File: src/inc/maot_pkg.sv
// Package: register map, reset values, field positions and timing for the alert/timer bank
package maot_pkg;

  // ----------------------------------------------------------------
  // Register offsets
  // ----------------------------------------------------------------
  localparam logic [7:0] MAOT_OFS_MASK_VT = 8'h74;
  localparam logic [7:0] MAOT_OFS_MASK_FD = 8'h75;
  localparam logic [7:0] MAOT_OFS_LOW_VOLT = 8'h76;
  localparam logic [7:0] MAOT_OFS_LOW_TEMP = 8'h77;
  localparam logic [7:0] MAOT_OFS_CONFIG = 8'h78;
  localparam logic [7:0] MAOT_OFS_OT_TIMER = 8'h79;
  localparam logic [7:0] MAOT_OFS_OT_LIMIT = 8'h7a;

  // ----------------------------------------------------------------
  // Reset values
  // ----------------------------------------------------------------
  localparam logic [7:0] MAOT_RST_MASK_VT = 8'h00;
  localparam logic [7:0] MAOT_RST_MASK_FD = 8'h00;
  localparam logic [7:0] MAOT_RST_LOW = 8'h00;
  localparam logic [7:0] MAOT_RST_CONFIG = 8'h00;
  localparam logic [7:0] MAOT_RST_OT_TIMER = 8'h00;
  localparam logic [7:0] MAOT_RST_OT_LIMIT = 8'hff;

  // ----------------------------------------------------------------
  // Writable-bit masks and field positions
  // ----------------------------------------------------------------
  localparam logic [7:0] MAOT_WMASK_MASK_VT = 8'h7f;
  localparam logic [7:0] MAOT_WMASK_MASK_FD = 8'hfd;
  localparam logic [7:0] MAOT_WMASK_CFG_LOCKABLE = 8'h0b;
  localparam logic [7:0] MAOT_WMASK_CFG_FREE = 8'hf0;
  localparam int MAOT_CFG_ALERT_SEL = 0;
  localparam int MAOT_CFG_OT_ENABLE = 1;
  localparam int MAOT_CFG_TACH_FAST = 3;
  localparam int MAOT_CFG_CONT_LSB = 4;

  // ----------------------------------------------------------------
  // Timing at a 10 ns clock
  // ----------------------------------------------------------------
  localparam int unsigned MAOT_CLK_PERIOD_NS = 10;
  localparam int unsigned MAOT_OT_STEP_NS = 22760000;
  localparam int unsigned MAOT_OT_VISIBLE_NS = 45520000;
  localparam int unsigned MAOT_OT_STEP_CYCLES = MAOT_OT_STEP_NS / MAOT_CLK_PERIOD_NS;
  localparam logic [7:0] MAOT_OT_VISIBLE_STEPS = 8'(MAOT_OT_VISIBLE_NS / MAOT_OT_STEP_NS);
  localparam int unsigned MAOT_TACH_SLOW_MS = 1000;
  localparam int unsigned MAOT_TACH_FAST_MS = 250;

endpackage : maot_pkg

File: src/inc/maot_timer_if.sv
// Interface: link between the register bank and the overtemperature timer
`timescale 1ns/1ps
interface maot_timer_if;
  logic pin_active;
  logic read_clear;
  logic [7:0] limit;
  logic [7:0] value;
  logic limit_hit;

  modport bank (output pin_active, output read_clear, output limit, input value, input limit_hit);
  modport timer (input pin_active, input read_clear, input limit, output value, output limit_hit);
endinterface : maot_timer_if

File: src/rtl/maot_overtemp_timer.sv
// Module: overtemperature assertion timer with limit detection
`timescale 1ns/1ps
module maot_overtemp_timer
  import maot_pkg::*;
#(
  parameter int unsigned STEP_CYCLES = MAOT_OT_STEP_CYCLES
) (
  // Clock and control
  input wire logic clk,
  input wire logic rst,
  input wire logic ce,
  // Bank side
  maot_timer_if.timer tif
);

  logic pin_prev;
  logic [31:0] cyc;
  logic [7:0] steps;
  logic asserted_flag;
  logic hit_prev;
  logic rise;
  logic hit_now;

  assign rise = tif.pin_active & ~pin_prev;

  // ----------------------------------------------------------------
  // Edge tracking
  // ----------------------------------------------------------------
  always_ff @(posedge clk) begin
    if (rst) begin
      pin_prev <= 1'b0;
    end else if (ce) begin
      pin_prev <= tif.pin_active;
    end
  end

  // ----------------------------------------------------------------
  // Asserted flag: an edge in the read cycle still sets it
  // ----------------------------------------------------------------
  always_ff @(posedge clk) begin
    if (rst) begin
      asserted_flag <= 1'b0;
    end else if (ce) begin
      if (rise) begin
        asserted_flag <= 1'b1;
      end else if (tif.read_clear) begin
        asserted_flag <= 1'b0;
      end
    end
  end

  // ----------------------------------------------------------------
  // Duration count, saturating at full scale
  // ----------------------------------------------------------------
  always_ff @(posedge clk) begin
    if (rst) begin
      cyc <= '0;
      steps <= MAOT_RST_OT_TIMER;
    end else if (ce) begin
      if (rise) begin
        cyc <= '0;
      end else if (tif.pin_active) begin
        if (cyc >= STEP_CYCLES - 1) begin
          cyc <= '0;
        end else begin
          cyc <= cyc + 32'd1;
        end
      end
      if (tif.read_clear) begin
        steps <= '0;
      end else if (tif.pin_active && !rise && cyc >= STEP_CYCLES - 1 && steps != 8'hff) begin
        steps <= steps + 8'd1;
      end
    end
  end

  // Below the visible threshold only the asserted flag shows
  assign tif.value = (steps >= MAOT_OT_VISIBLE_STEPS) ? steps : {7'h00, asserted_flag};

  // ----------------------------------------------------------------
  // Limit comparison; zero limit fires on the assertion edge
  // ----------------------------------------------------------------
  assign hit_now = tif.pin_active & ((tif.limit == 8'h00) | (steps > tif.limit));

  always_ff @(posedge clk) begin
    if (rst) begin
      hit_prev <= 1'b0;
    end else if (ce) begin
      hit_prev <= hit_now;
    end
  end

  assign tif.limit_hit = ce & hit_now & ~hit_prev;

endmodule : maot_overtemp_timer

File: src/rtl/maot_alert_timer_regs.sv
// Module: alert masks, extended-resolution, pin/tach config and overtemp timer registers
`timescale 1ns/1ps
module maot_alert_timer_regs
  import maot_pkg::*;
#(
  parameter int unsigned OT_STEP_CYCLES = MAOT_OT_STEP_CYCLES
) (
  // Clock, reset, enable
  input wire logic CLK,
  input wire logic RST,
  input wire logic CE,
  // Register access port
  input wire logic [7:0] REG_ADDR,
  input wire logic REG_WR,
  input wire logic [7:0] REG_WDATA,
  input wire logic REG_RD,
  output logic [7:0] REG_RDATA,
  // Global lock bit
  input wire logic LOCK,
  // Out-of-limit status from the monitor (bit7 of first group unused)
  input wire logic [7:0] VOLT_TEMP_EVENTS,
  input wire logic [7:0] FAN_DIODE_EVENTS,
  // Conversion results, low bits
  input wire logic [7:0] LOW_BITS_VOLT_IN,
  input wire logic [7:0] LOW_BITS_TEMP_IN,
  // High-byte register reads, one strobe per channel
  input wire logic [3:0] HIGH_VOLT_READ,
  input wire logic [3:0] HIGH_TEMP_READ,
  output logic FREEZE_VOLT_HIGH,
  output logic FREEZE_TEMP_HIGH,
  // Shared alert / fan drive pin (open drain in alert mode)
  input wire logic SECOND_FAN_DRIVE,
  output logic SHARED_PIN_OUT,
  output logic SHARED_PIN_OE,
  // Overtemperature pin, active low, asynchronous
  input wire logic OVERTEMP_PIN_N,
  output logic OVERTEMP_LIMIT_FLAG,
  input wire logic OVERTEMP_FLAG_CLEAR,
  // Tach configuration
  output logic TACH_FAST,
  output logic [3:0] TACH_CONTINUOUS
);

  maot_timer_if tif ();

  logic [7:0] alert_mask_volt_temp;
  logic [7:0] alert_mask_fan_diode;
  logic [7:0] low_bits_voltages;
  logic [7:0] low_bits_12v_temps;
  logic [7:0] pin_and_tach_config;
  logic [7:0] overtemp_duration_limit;
  logic [3:0] pend_volt;
  logic [3:0] pend_temp;
  logic ot_meta;
  logic ot_sync;
  logic wr;
  logic rd;
  logic alert_active;
  logic [7:0] next_rdata;

  assign wr = CE & REG_WR;
  assign rd = CE & REG_RD;

  // ----------------------------------------------------------------
  // Overtemperature pin synchroniser
  // ----------------------------------------------------------------
  always_ff @(posedge CLK) begin
    if (RST) begin
      ot_meta <= 1'b0;
      ot_sync <= 1'b0;
    end else if (CE) begin
      ot_meta <= ~OVERTEMP_PIN_N;
      ot_sync <= ot_meta;
    end
  end

  // ----------------------------------------------------------------
  // Alert mask registers
  // ----------------------------------------------------------------
  always_ff @(posedge CLK) begin
    if (RST) begin
      alert_mask_volt_temp <= MAOT_RST_MASK_VT;
      alert_mask_fan_diode <= MAOT_RST_MASK_FD;
    end else if (wr) begin
      if (REG_ADDR == MAOT_OFS_MASK_VT) begin
        alert_mask_volt_temp <= REG_WDATA & MAOT_WMASK_MASK_VT;
      end
      if (REG_ADDR == MAOT_OFS_MASK_FD) begin
        alert_mask_fan_diode <= REG_WDATA & MAOT_WMASK_MASK_FD;
      end
    end
  end

  // Status inputs pass unmasked to their own registers; only the pin is gated
  assign alert_active = |(VOLT_TEMP_EVENTS & ~alert_mask_volt_temp & MAOT_WMASK_MASK_VT)
                      | |(FAN_DIODE_EVENTS & ~alert_mask_fan_diode & MAOT_WMASK_MASK_FD);

  // ----------------------------------------------------------------
  // Pin and tach configuration
  // ----------------------------------------------------------------
  always_ff @(posedge CLK) begin
    if (RST) begin
      pin_and_tach_config <= MAOT_RST_CONFIG;
    end else if (wr && REG_ADDR == MAOT_OFS_CONFIG) begin
      pin_and_tach_config[7:4] <= REG_WDATA[7:4] & MAOT_WMASK_CFG_FREE[7:4];
      if (!LOCK) begin
        pin_and_tach_config[3:0] <= REG_WDATA[3:0] & MAOT_WMASK_CFG_LOCKABLE[3:0];
      end
    end
  end

  // Open drain alert pulls low; otherwise the pin carries the fan drive
  always_comb begin
    if (pin_and_tach_config[MAOT_CFG_ALERT_SEL]) begin
      SHARED_PIN_OUT = 1'b0;
      SHARED_PIN_OE = alert_active;
    end else begin
      SHARED_PIN_OUT = SECOND_FAN_DRIVE;
      SHARED_PIN_OE = 1'b1;
    end
  end

  // Fast selects a 250 ms measurement period instead of 1000 ms
  assign TACH_FAST = pin_and_tach_config[MAOT_CFG_TACH_FAST];
  // Continuous mode skips pulse stretching; only sane with dc fans
  assign TACH_CONTINUOUS = pin_and_tach_config[MAOT_CFG_CONT_LSB +: 4];

  // ----------------------------------------------------------------
  // Extended-resolution registers with read freeze
  // ----------------------------------------------------------------
  always_ff @(posedge CLK) begin
    if (RST) begin
      pend_volt <= 4'h0;
      pend_temp <= 4'h0;
    end else if (CE) begin
      if (rd && REG_ADDR == MAOT_OFS_LOW_VOLT) begin
        pend_volt <= 4'hf;
      end else begin
        pend_volt <= pend_volt & ~HIGH_VOLT_READ;
      end
      if (rd && REG_ADDR == MAOT_OFS_LOW_TEMP) begin
        pend_temp <= 4'hf;
      end else begin
        pend_temp <= pend_temp & ~HIGH_TEMP_READ;
      end
    end
  end

  assign FREEZE_VOLT_HIGH = |pend_volt;
  assign FREEZE_TEMP_HIGH = |pend_temp;

  always_ff @(posedge CLK) begin
    if (RST) begin
      low_bits_voltages <= MAOT_RST_LOW;
      low_bits_12v_temps <= MAOT_RST_LOW;
    end else if (CE) begin
      if (!FREEZE_VOLT_HIGH && !(rd && REG_ADDR == MAOT_OFS_LOW_VOLT)) begin
        low_bits_voltages <= LOW_BITS_VOLT_IN;
      end
      if (!FREEZE_TEMP_HIGH && !(rd && REG_ADDR == MAOT_OFS_LOW_TEMP)) begin
        low_bits_12v_temps <= LOW_BITS_TEMP_IN;
      end
    end
  end

  // ----------------------------------------------------------------
  // Overtemperature timer and limit
  // ----------------------------------------------------------------
  always_ff @(posedge CLK) begin
    if (RST) begin
      overtemp_duration_limit <= MAOT_RST_OT_LIMIT;
    end else if (wr && REG_ADDR == MAOT_OFS_OT_LIMIT) begin
      overtemp_duration_limit <= REG_WDATA;
    end
  end

  assign tif.pin_active = ot_sync & pin_and_tach_config[MAOT_CFG_OT_ENABLE];
  assign tif.read_clear = rd && REG_ADDR == MAOT_OFS_OT_TIMER;
  assign tif.limit = overtemp_duration_limit;

  maot_overtemp_timer #(
    .STEP_CYCLES(OT_STEP_CYCLES)
  ) u_timer (
    .clk(CLK),
    .rst(RST),
    .ce(CE),
    .tif(tif)
  );

  // A new hit in the clear cycle wins
  always_ff @(posedge CLK) begin
    if (RST) begin
      OVERTEMP_LIMIT_FLAG <= 1'b0;
    end else if (CE) begin
      if (tif.limit_hit) begin
        OVERTEMP_LIMIT_FLAG <= 1'b1;
      end else if (OVERTEMP_FLAG_CLEAR) begin
        OVERTEMP_LIMIT_FLAG <= 1'b0;
      end
    end
  end

  // ----------------------------------------------------------------
  // Read data
  // ----------------------------------------------------------------
  always_comb begin
    case (REG_ADDR)
      MAOT_OFS_MASK_VT: next_rdata = alert_mask_volt_temp;
      MAOT_OFS_MASK_FD: next_rdata = alert_mask_fan_diode;
      MAOT_OFS_LOW_VOLT: next_rdata = low_bits_voltages;
      MAOT_OFS_LOW_TEMP: next_rdata = low_bits_12v_temps;
      MAOT_OFS_CONFIG: next_rdata = pin_and_tach_config;
      MAOT_OFS_OT_TIMER: next_rdata = tif.value;
      MAOT_OFS_OT_LIMIT: next_rdata = overtemp_duration_limit;
      default: next_rdata = 8'h00;
    endcase
  end

  always_ff @(posedge CLK) begin
    if (RST) begin
      REG_RDATA <= 8'h00;
    end else if (rd) begin
      REG_RDATA <= next_rdata;
    end
  end

endmodule : maot_alert_timer_regs

File: config.mk
export PLATFORM = sky130hd
export DESIGN_NAME = maot_alert_timer_regs
export DESIGN_NICKNAME = d
export VERILOG_FILES = /design/src/inc/maot_pkg.sv /design/src/inc/maot_timer_if.sv /design/src/rtl/maot_overtemp_timer.sv /design/src/rtl/maot_alert_timer_regs.sv
export SDC_FILE = /design/constraint.sdc
export NUM_CORES = 1
export LEC_CHECK = 0
export BUFFER_PORTS_ARGS = -buffer_cell sky130_fd_sc_hd__buf_2
export CORE_MARGIN = 1
export CORE_UTILIZATION = 35
export CTS_BUF_LIST = sky130_fd_sc_hd__clkbuf_4
export DETAILED_ROUTE_END_ITERATION = 8
export GPL_TIMING_DRIVEN = 0
export PLACE_DENSITY = 0.6
export REMOVE_ABC_BUFFERS = 1
export SLEW_MARGIN = 15
export SYNTH_ARGS = -nofsm -noshare
export SYNTH_HDL_FRONTEND = slang
export SYNTH_SLANG_ARGS = --single-unit
File: constraint.sdc
create_clock -name CLK -period 3.1 [get_ports CLK]
set_input_delay 0.93 -clock CLK [delete_from_list [all_inputs] [get_ports CLK]]
set_output_delay 0.93 -clock CLK [all_outputs]
set_load 0.05 [all_outputs]
Yosys cells after proc, flatten, opt, wreduce, memory -nomap -nowiden
Cells that the tools add are included.

Flip-flop bits (word level): 107. Bits of input ports: 65. Output and inout port bits: 18. Logic and storage cells: 100.

Add/sub/neg operators: 2. Order comparisons: 3. Equal/unequal tests: 8. Mux-type cells: 15. Bitwise logic cells: 21. Reductions and logical operators: 33.

Operator list (number): $mux 32 (3); $eq 8x7->1 const B (7); $pmux 8 s7 (1); $add 32x1->32 const B (1); $ge 32x22->1 const B (1); $mux 8 (3); $reduce_and 2->1 (9); $reduce_or 7->1 (2); $logic_and 1x1->1 (10); $add 8x1->8 const B (1); $and 4x4->4 (2); $and 8x8->8 (1); $ge 8x2->1 const B (1); $gt 8x8->1 (1); $logic_not 8->1 (1); $mux 4 (2); $ne 8x8->1 const B (1); $not 4->4 (2); $not 8->8 (1); $reduce_bool 2->1 (4); $reduce_or 4->1 (2); $and 1x1->1 (7); $and 7x7->7 (1); $not 7->7 (1); other kinds (4) (17).

Logic depth before layout (Yosys ltp)
Depth in word-level cells: 8. Depth in mapped cells: 9. Mapped depth without buffers: 8.

Hierarchy
A second synthesis with hierarchy kept.

Cell total of the unflattened synthesis: 618. Area total of the unflattened synthesis: 5541.6 um^2.

Modules (own cells, without submodules): maot_alert_timer_regs (times used 1, cells an instance 320, area an instance 3116.7 um^2, sequential area each 1281.2 um^2); maot_overtemp_timer (times used 1, cells an instance 298, area an instance 2424.8 um^2, sequential area each 860.8 um^2).

Least setup slack after synthesis
No wires, ideal clock.

Kind: input port to output port. Start: input FAN_DIODE_EVENTS[6]. End: output SHARED_PIN_OE. Arrival time: 1712 ps. Data required time: 2170 ps. Slack: 458 ps. Stages: 4. Path buffers: 0. Cells stage by stage: inv_1 o22ai_1 nor4_1 nand3_1.

Word-level cells in the longest chain between the ends: 4.

RTL lines: from (decl) (RTL line maot_alert_timer_regs.sv:22) `input wire logic [7:0] FAN_DIODE_EVENTS,`; $and 8x8->8 (RTL line maot_alert_timer_regs.sv:96) `| |(FAN_DIODE_EVENTS & ~alert_mask_fan_diode & MAOT_WMASK_MASK_FD);`; $reduce_or 7->1 (RTL line maot_alert_timer_regs.sv:96); $or 1x1->1 (RTL line maot_alert_timer_regs.sv:96); $mux 1 (RTL line maot_alert_timer_regs.sv:114) `if (pin_and_tach_config[MAOT_CFG_ALERT_SEL]) begin`; to (decl) (RTL line maot_alert_timer_regs.sv:34) `output logic SHARED_PIN_OE,`.

Every way passes these cells.

==> metrics.md <==
| Metric | Value |
|---|---|
| Area share of the leading cell type in the synthesized netlist | 0.400 |
| Predominant post-synthesis flop cell | sky130_fd_sc_hd__dfxtp_1 |
| Register clock-pin slew on the reported worst setup and hold paths | 0.17 ns |
| Count of port buffers added during placement | 80 |
| Maximum fanout along the worst path | 83 |
| HPWL after detailed placement | 10500 um |
| Unrepaired setup endpoints after global routing | false |
| R2R depth | 6 |
| Number of buffers added by the clock tree synthesis step | 9 |
| Largest net degree at the start of global routing | 84 |
| Final worst clock skew | 0.0124 ns |
| Most numerous cell in the Yosys netlist | sky130_fd_sc_hd__dfxtp_1 |
| Die boundary width | 126 um |
| Tightest Pin Transition | 0.971 ns |
| Max-slew headroom at the worst pin | 0.351 |
| Crit end category | flip-flop |
| Cell row count | 44 |
| Pwr dens | 386 nW/um^2 |
| Kind of start point of the critical path | input pin |
| Core area | 14800 sq um |
| Number of antenna violations at the first check in global routing | 2 |
| First-pass GRT wire length | 24100 um |
| Number of gates given a new drive strength after cts | 0 |
| Post-route antenna net violation count | 0 |
| Initial core utilization | 0.363 |
| Total power of the final layout | 2310 uW |
| Max-slew violation count | 0 |
| Arrival time at the worst endpoint | 3.39 ns |
| Count of hold buffers inserted by post-cts repair | 0 |
| Cell types with the highest counts after synthesis | sky130_fd_sc_hd__dfxtp_1, sky130_fd_sc_hd__nand2_1, sky130_fd_sc_hd__nor2_1 |
| Detailed-route wire length per cell | 16.5 um |
| Biggest area consumer among synthesized cells | sky130_fd_sc_hd__dfxtp_1 |
| Layout cells sized above 1 | 0.168 |
| Top achievable clock speed | 334 MHz |
| DRC marker count from the first detailed-route iteration | 398 |
| CTS max path bufs | 2 |
| Flip-flop and latch count after synthesis | 107 |
| Worst hold endpoint | pend_volt[0] |
| H-Tree Depth | 3 |
| Mapped Cells | 632 |
| Static Leakage | 0.00238 uW |
| Syn. warnings | 0 |
| Hold/Removal Path Class | flip-flop to flip-flop |
| TritonCTS sink count | 107 |
| Run status | complete, no violations |
| Endpoint of the most critical register-to-register path | u_timer.cyc[19] |
| GRT Overall Usage | 0.188 |
| Final wirelength | 14400 um |
| Required time reported for the critical path endpoint | 3.50 ns |
| Final-stage net count | 757 |
| Area Overhead vs Synth | 11.7% |
| Die Ht | 126 um |
| DRT Pass-1 Iters | 7 |
| Vias in the first global route | 4757 |
| Routed via count divided by cell count | 5.59 |
| Beginning of the worst hold path | pend_volt[0] |
| Setup repair bufs after CTS | 0 |
| Final Wtd Congestion | 0.837 |
| Root cell of the clock tree | sky130_fd_sc_hd__clkbuf_4 |
| Worst Setup Path Type | input pin to flip-flop |
| Boundary Pins | 83 |
| Count of vias placed by the detailed router | 4878 |
| Number of failing hold endpoints at the final stage | 0 |
| Worst R2R Setup Slack | 0.37 ns |
| Leading post-synthesis cells by cell area | sky130_fd_sc_hd__dfxtp_1, sky130_fd_sc_hd__mux2i_1, sky130_fd_sc_hd__a21oi_1 |
| Pre-CTS WS | -0.378 ns |
| Start of the worst register-to-register path | u_timer.cyc[17] |
| Fraction of registers with async set or reset after synthesis | 0 |
| Number of enable flip-flop cells after synthesis | 0 |
| Peak supply drop | 203 uV |
| Count of max-cap constraint violations | 0 |
| DRC | 0 |
| Final setup margin | 0.105 ns |
| Period utilization | 0.966 |
| Setup violations, final | 0 |
| Number of cells on the worst hold path | 2 |
| Synth unique cells | 71 |
| Die footprint | 15800 sq um |
| Netlist Area Pre-Place | 5360 sq um |
| Post-layout min period | 2.99 ns |
| Worst-Skew Late Latency | 0.49 ns |
| TritonCTS clock tree | built |
| Aggregate global routing overflow | 0 |
| Sequential element share of the synthesized area | 0.400 |
| Mapped Avg Cell Area | 8.48 sq um |
[final cells by class]
| class | count | area, sq um |
|---|---|---|
| Antenna cell | 2 | 5.00 |
| Fill cell | 1530 | 8770 |
| Tap cell | 184 | 230 |
| Timing Repair Buffer | 82 | 425 |
| Clock inverter | 7 | 75.1 |
| Sequential cell | 107 | 2140 |
| Clock buffer | 9 | 67.6 |
| Multi-Input combinational cell | 452 | 2930 |
| Inverter | 29 | 109 |
[how the worst max path moves through the flow]
stage	from	endpoint	slack [ns]
2_1_floorplan	REG_ADDR[7]	low_bits_voltages[0]	0.04
3_3_place_gp	RST	u_timer.steps[5]	-1.01
3_5_place_dp	RST	u_timer.steps[5]	-0.38
4_1_cts	RST	u_timer.steps[5]	0.17
5_1_grt	RST	u_timer.steps[5]	0.01
6_report	RST	u_timer.steps[5]	0.11
[cell families after synthesis]
kind of cell / after synthesis / share of synthesized area
AOI/OAI and AO/OA: 152 / 0.190
xor gates and xnor gates: 6 / 0.00981
adders and majority gates: 11 / 0.0257
buffers and inverters: 73 / 0.0584
DFF: 107 / 0.400
muxes: 34 / 0.0707
and+or+nand+nor: 249 / 0.245
[report_power, final]
part           leakage [uW]  internal [uW]  switching, uW  total, uW
logic               0.00144           63.6           98.0        162
clock network     0.0000759            252            495        747
registers          0.000865           1390           7.83       1400
[through the flow]
step	area, sq um	cells	utilization	hold WS (ns)	setup TNS (ns)
finish	5990	872	0.406	0.468	0
floorplan	5150	588	-	0.420	0
global route	5980	871	0.406	0.491	0
detailed placement	5830	854	0.395	0.445	-2.76
global placement	5790	852	0.392	0.438	-41.15
CTS	5970	870	0.405	0.471	0
[registers in the layout, indices dropped and copies added, names as in the netlist, 4 cells and up]
register and count:
low_bits_12v_temps 8, REG_RDATA 8, alert_mask_volt_temp 7, pend_volt 4
low_bits_voltages 8, u_timer.steps 8, pend_temp 4, pin_and_tach_config 7
alert_mask_fan_diode 7, overtemp_duration_limit 8, u_timer.cyc 32
[metal layers]
layer  part of all wire  wire [um]  vias to the layer above  global-route usage
met2               0.47       6850                      145               0.315
met4              0.020        289                        0              0.0546
met1               0.45       6480                     2316               0.237
li1                   -          -                     2399                   -
met3              0.056        801                       18              0.0518
met5                  0          0                        -                   0
[critical path: stages]
cell and delay [ns]:
sky130_fd_sc_hd__buf_4 0.64, sky130_fd_sc_hd__clkinv_1 0.79, sky130_fd_sc_hd__nand2_1 0.57, sky130_fd_sc_hd__nor2_1 0.07
sky130_fd_sc_hd__mux2_1 0.30
[cell usage in the layout, fill, tap and decap left out, drive strengths merged, types with 11 or more instances in the layout]
cell type / n
and2: 12
buf: 82
dfxtp: 107
inv: 30
o21ai: 23
mux2i: 30
a21oi: 53
ha: 11
nand3: 29
nor3: 14
nand2: 63
and3: 13
nor2: 58
(Power assumes the default switching activity.)
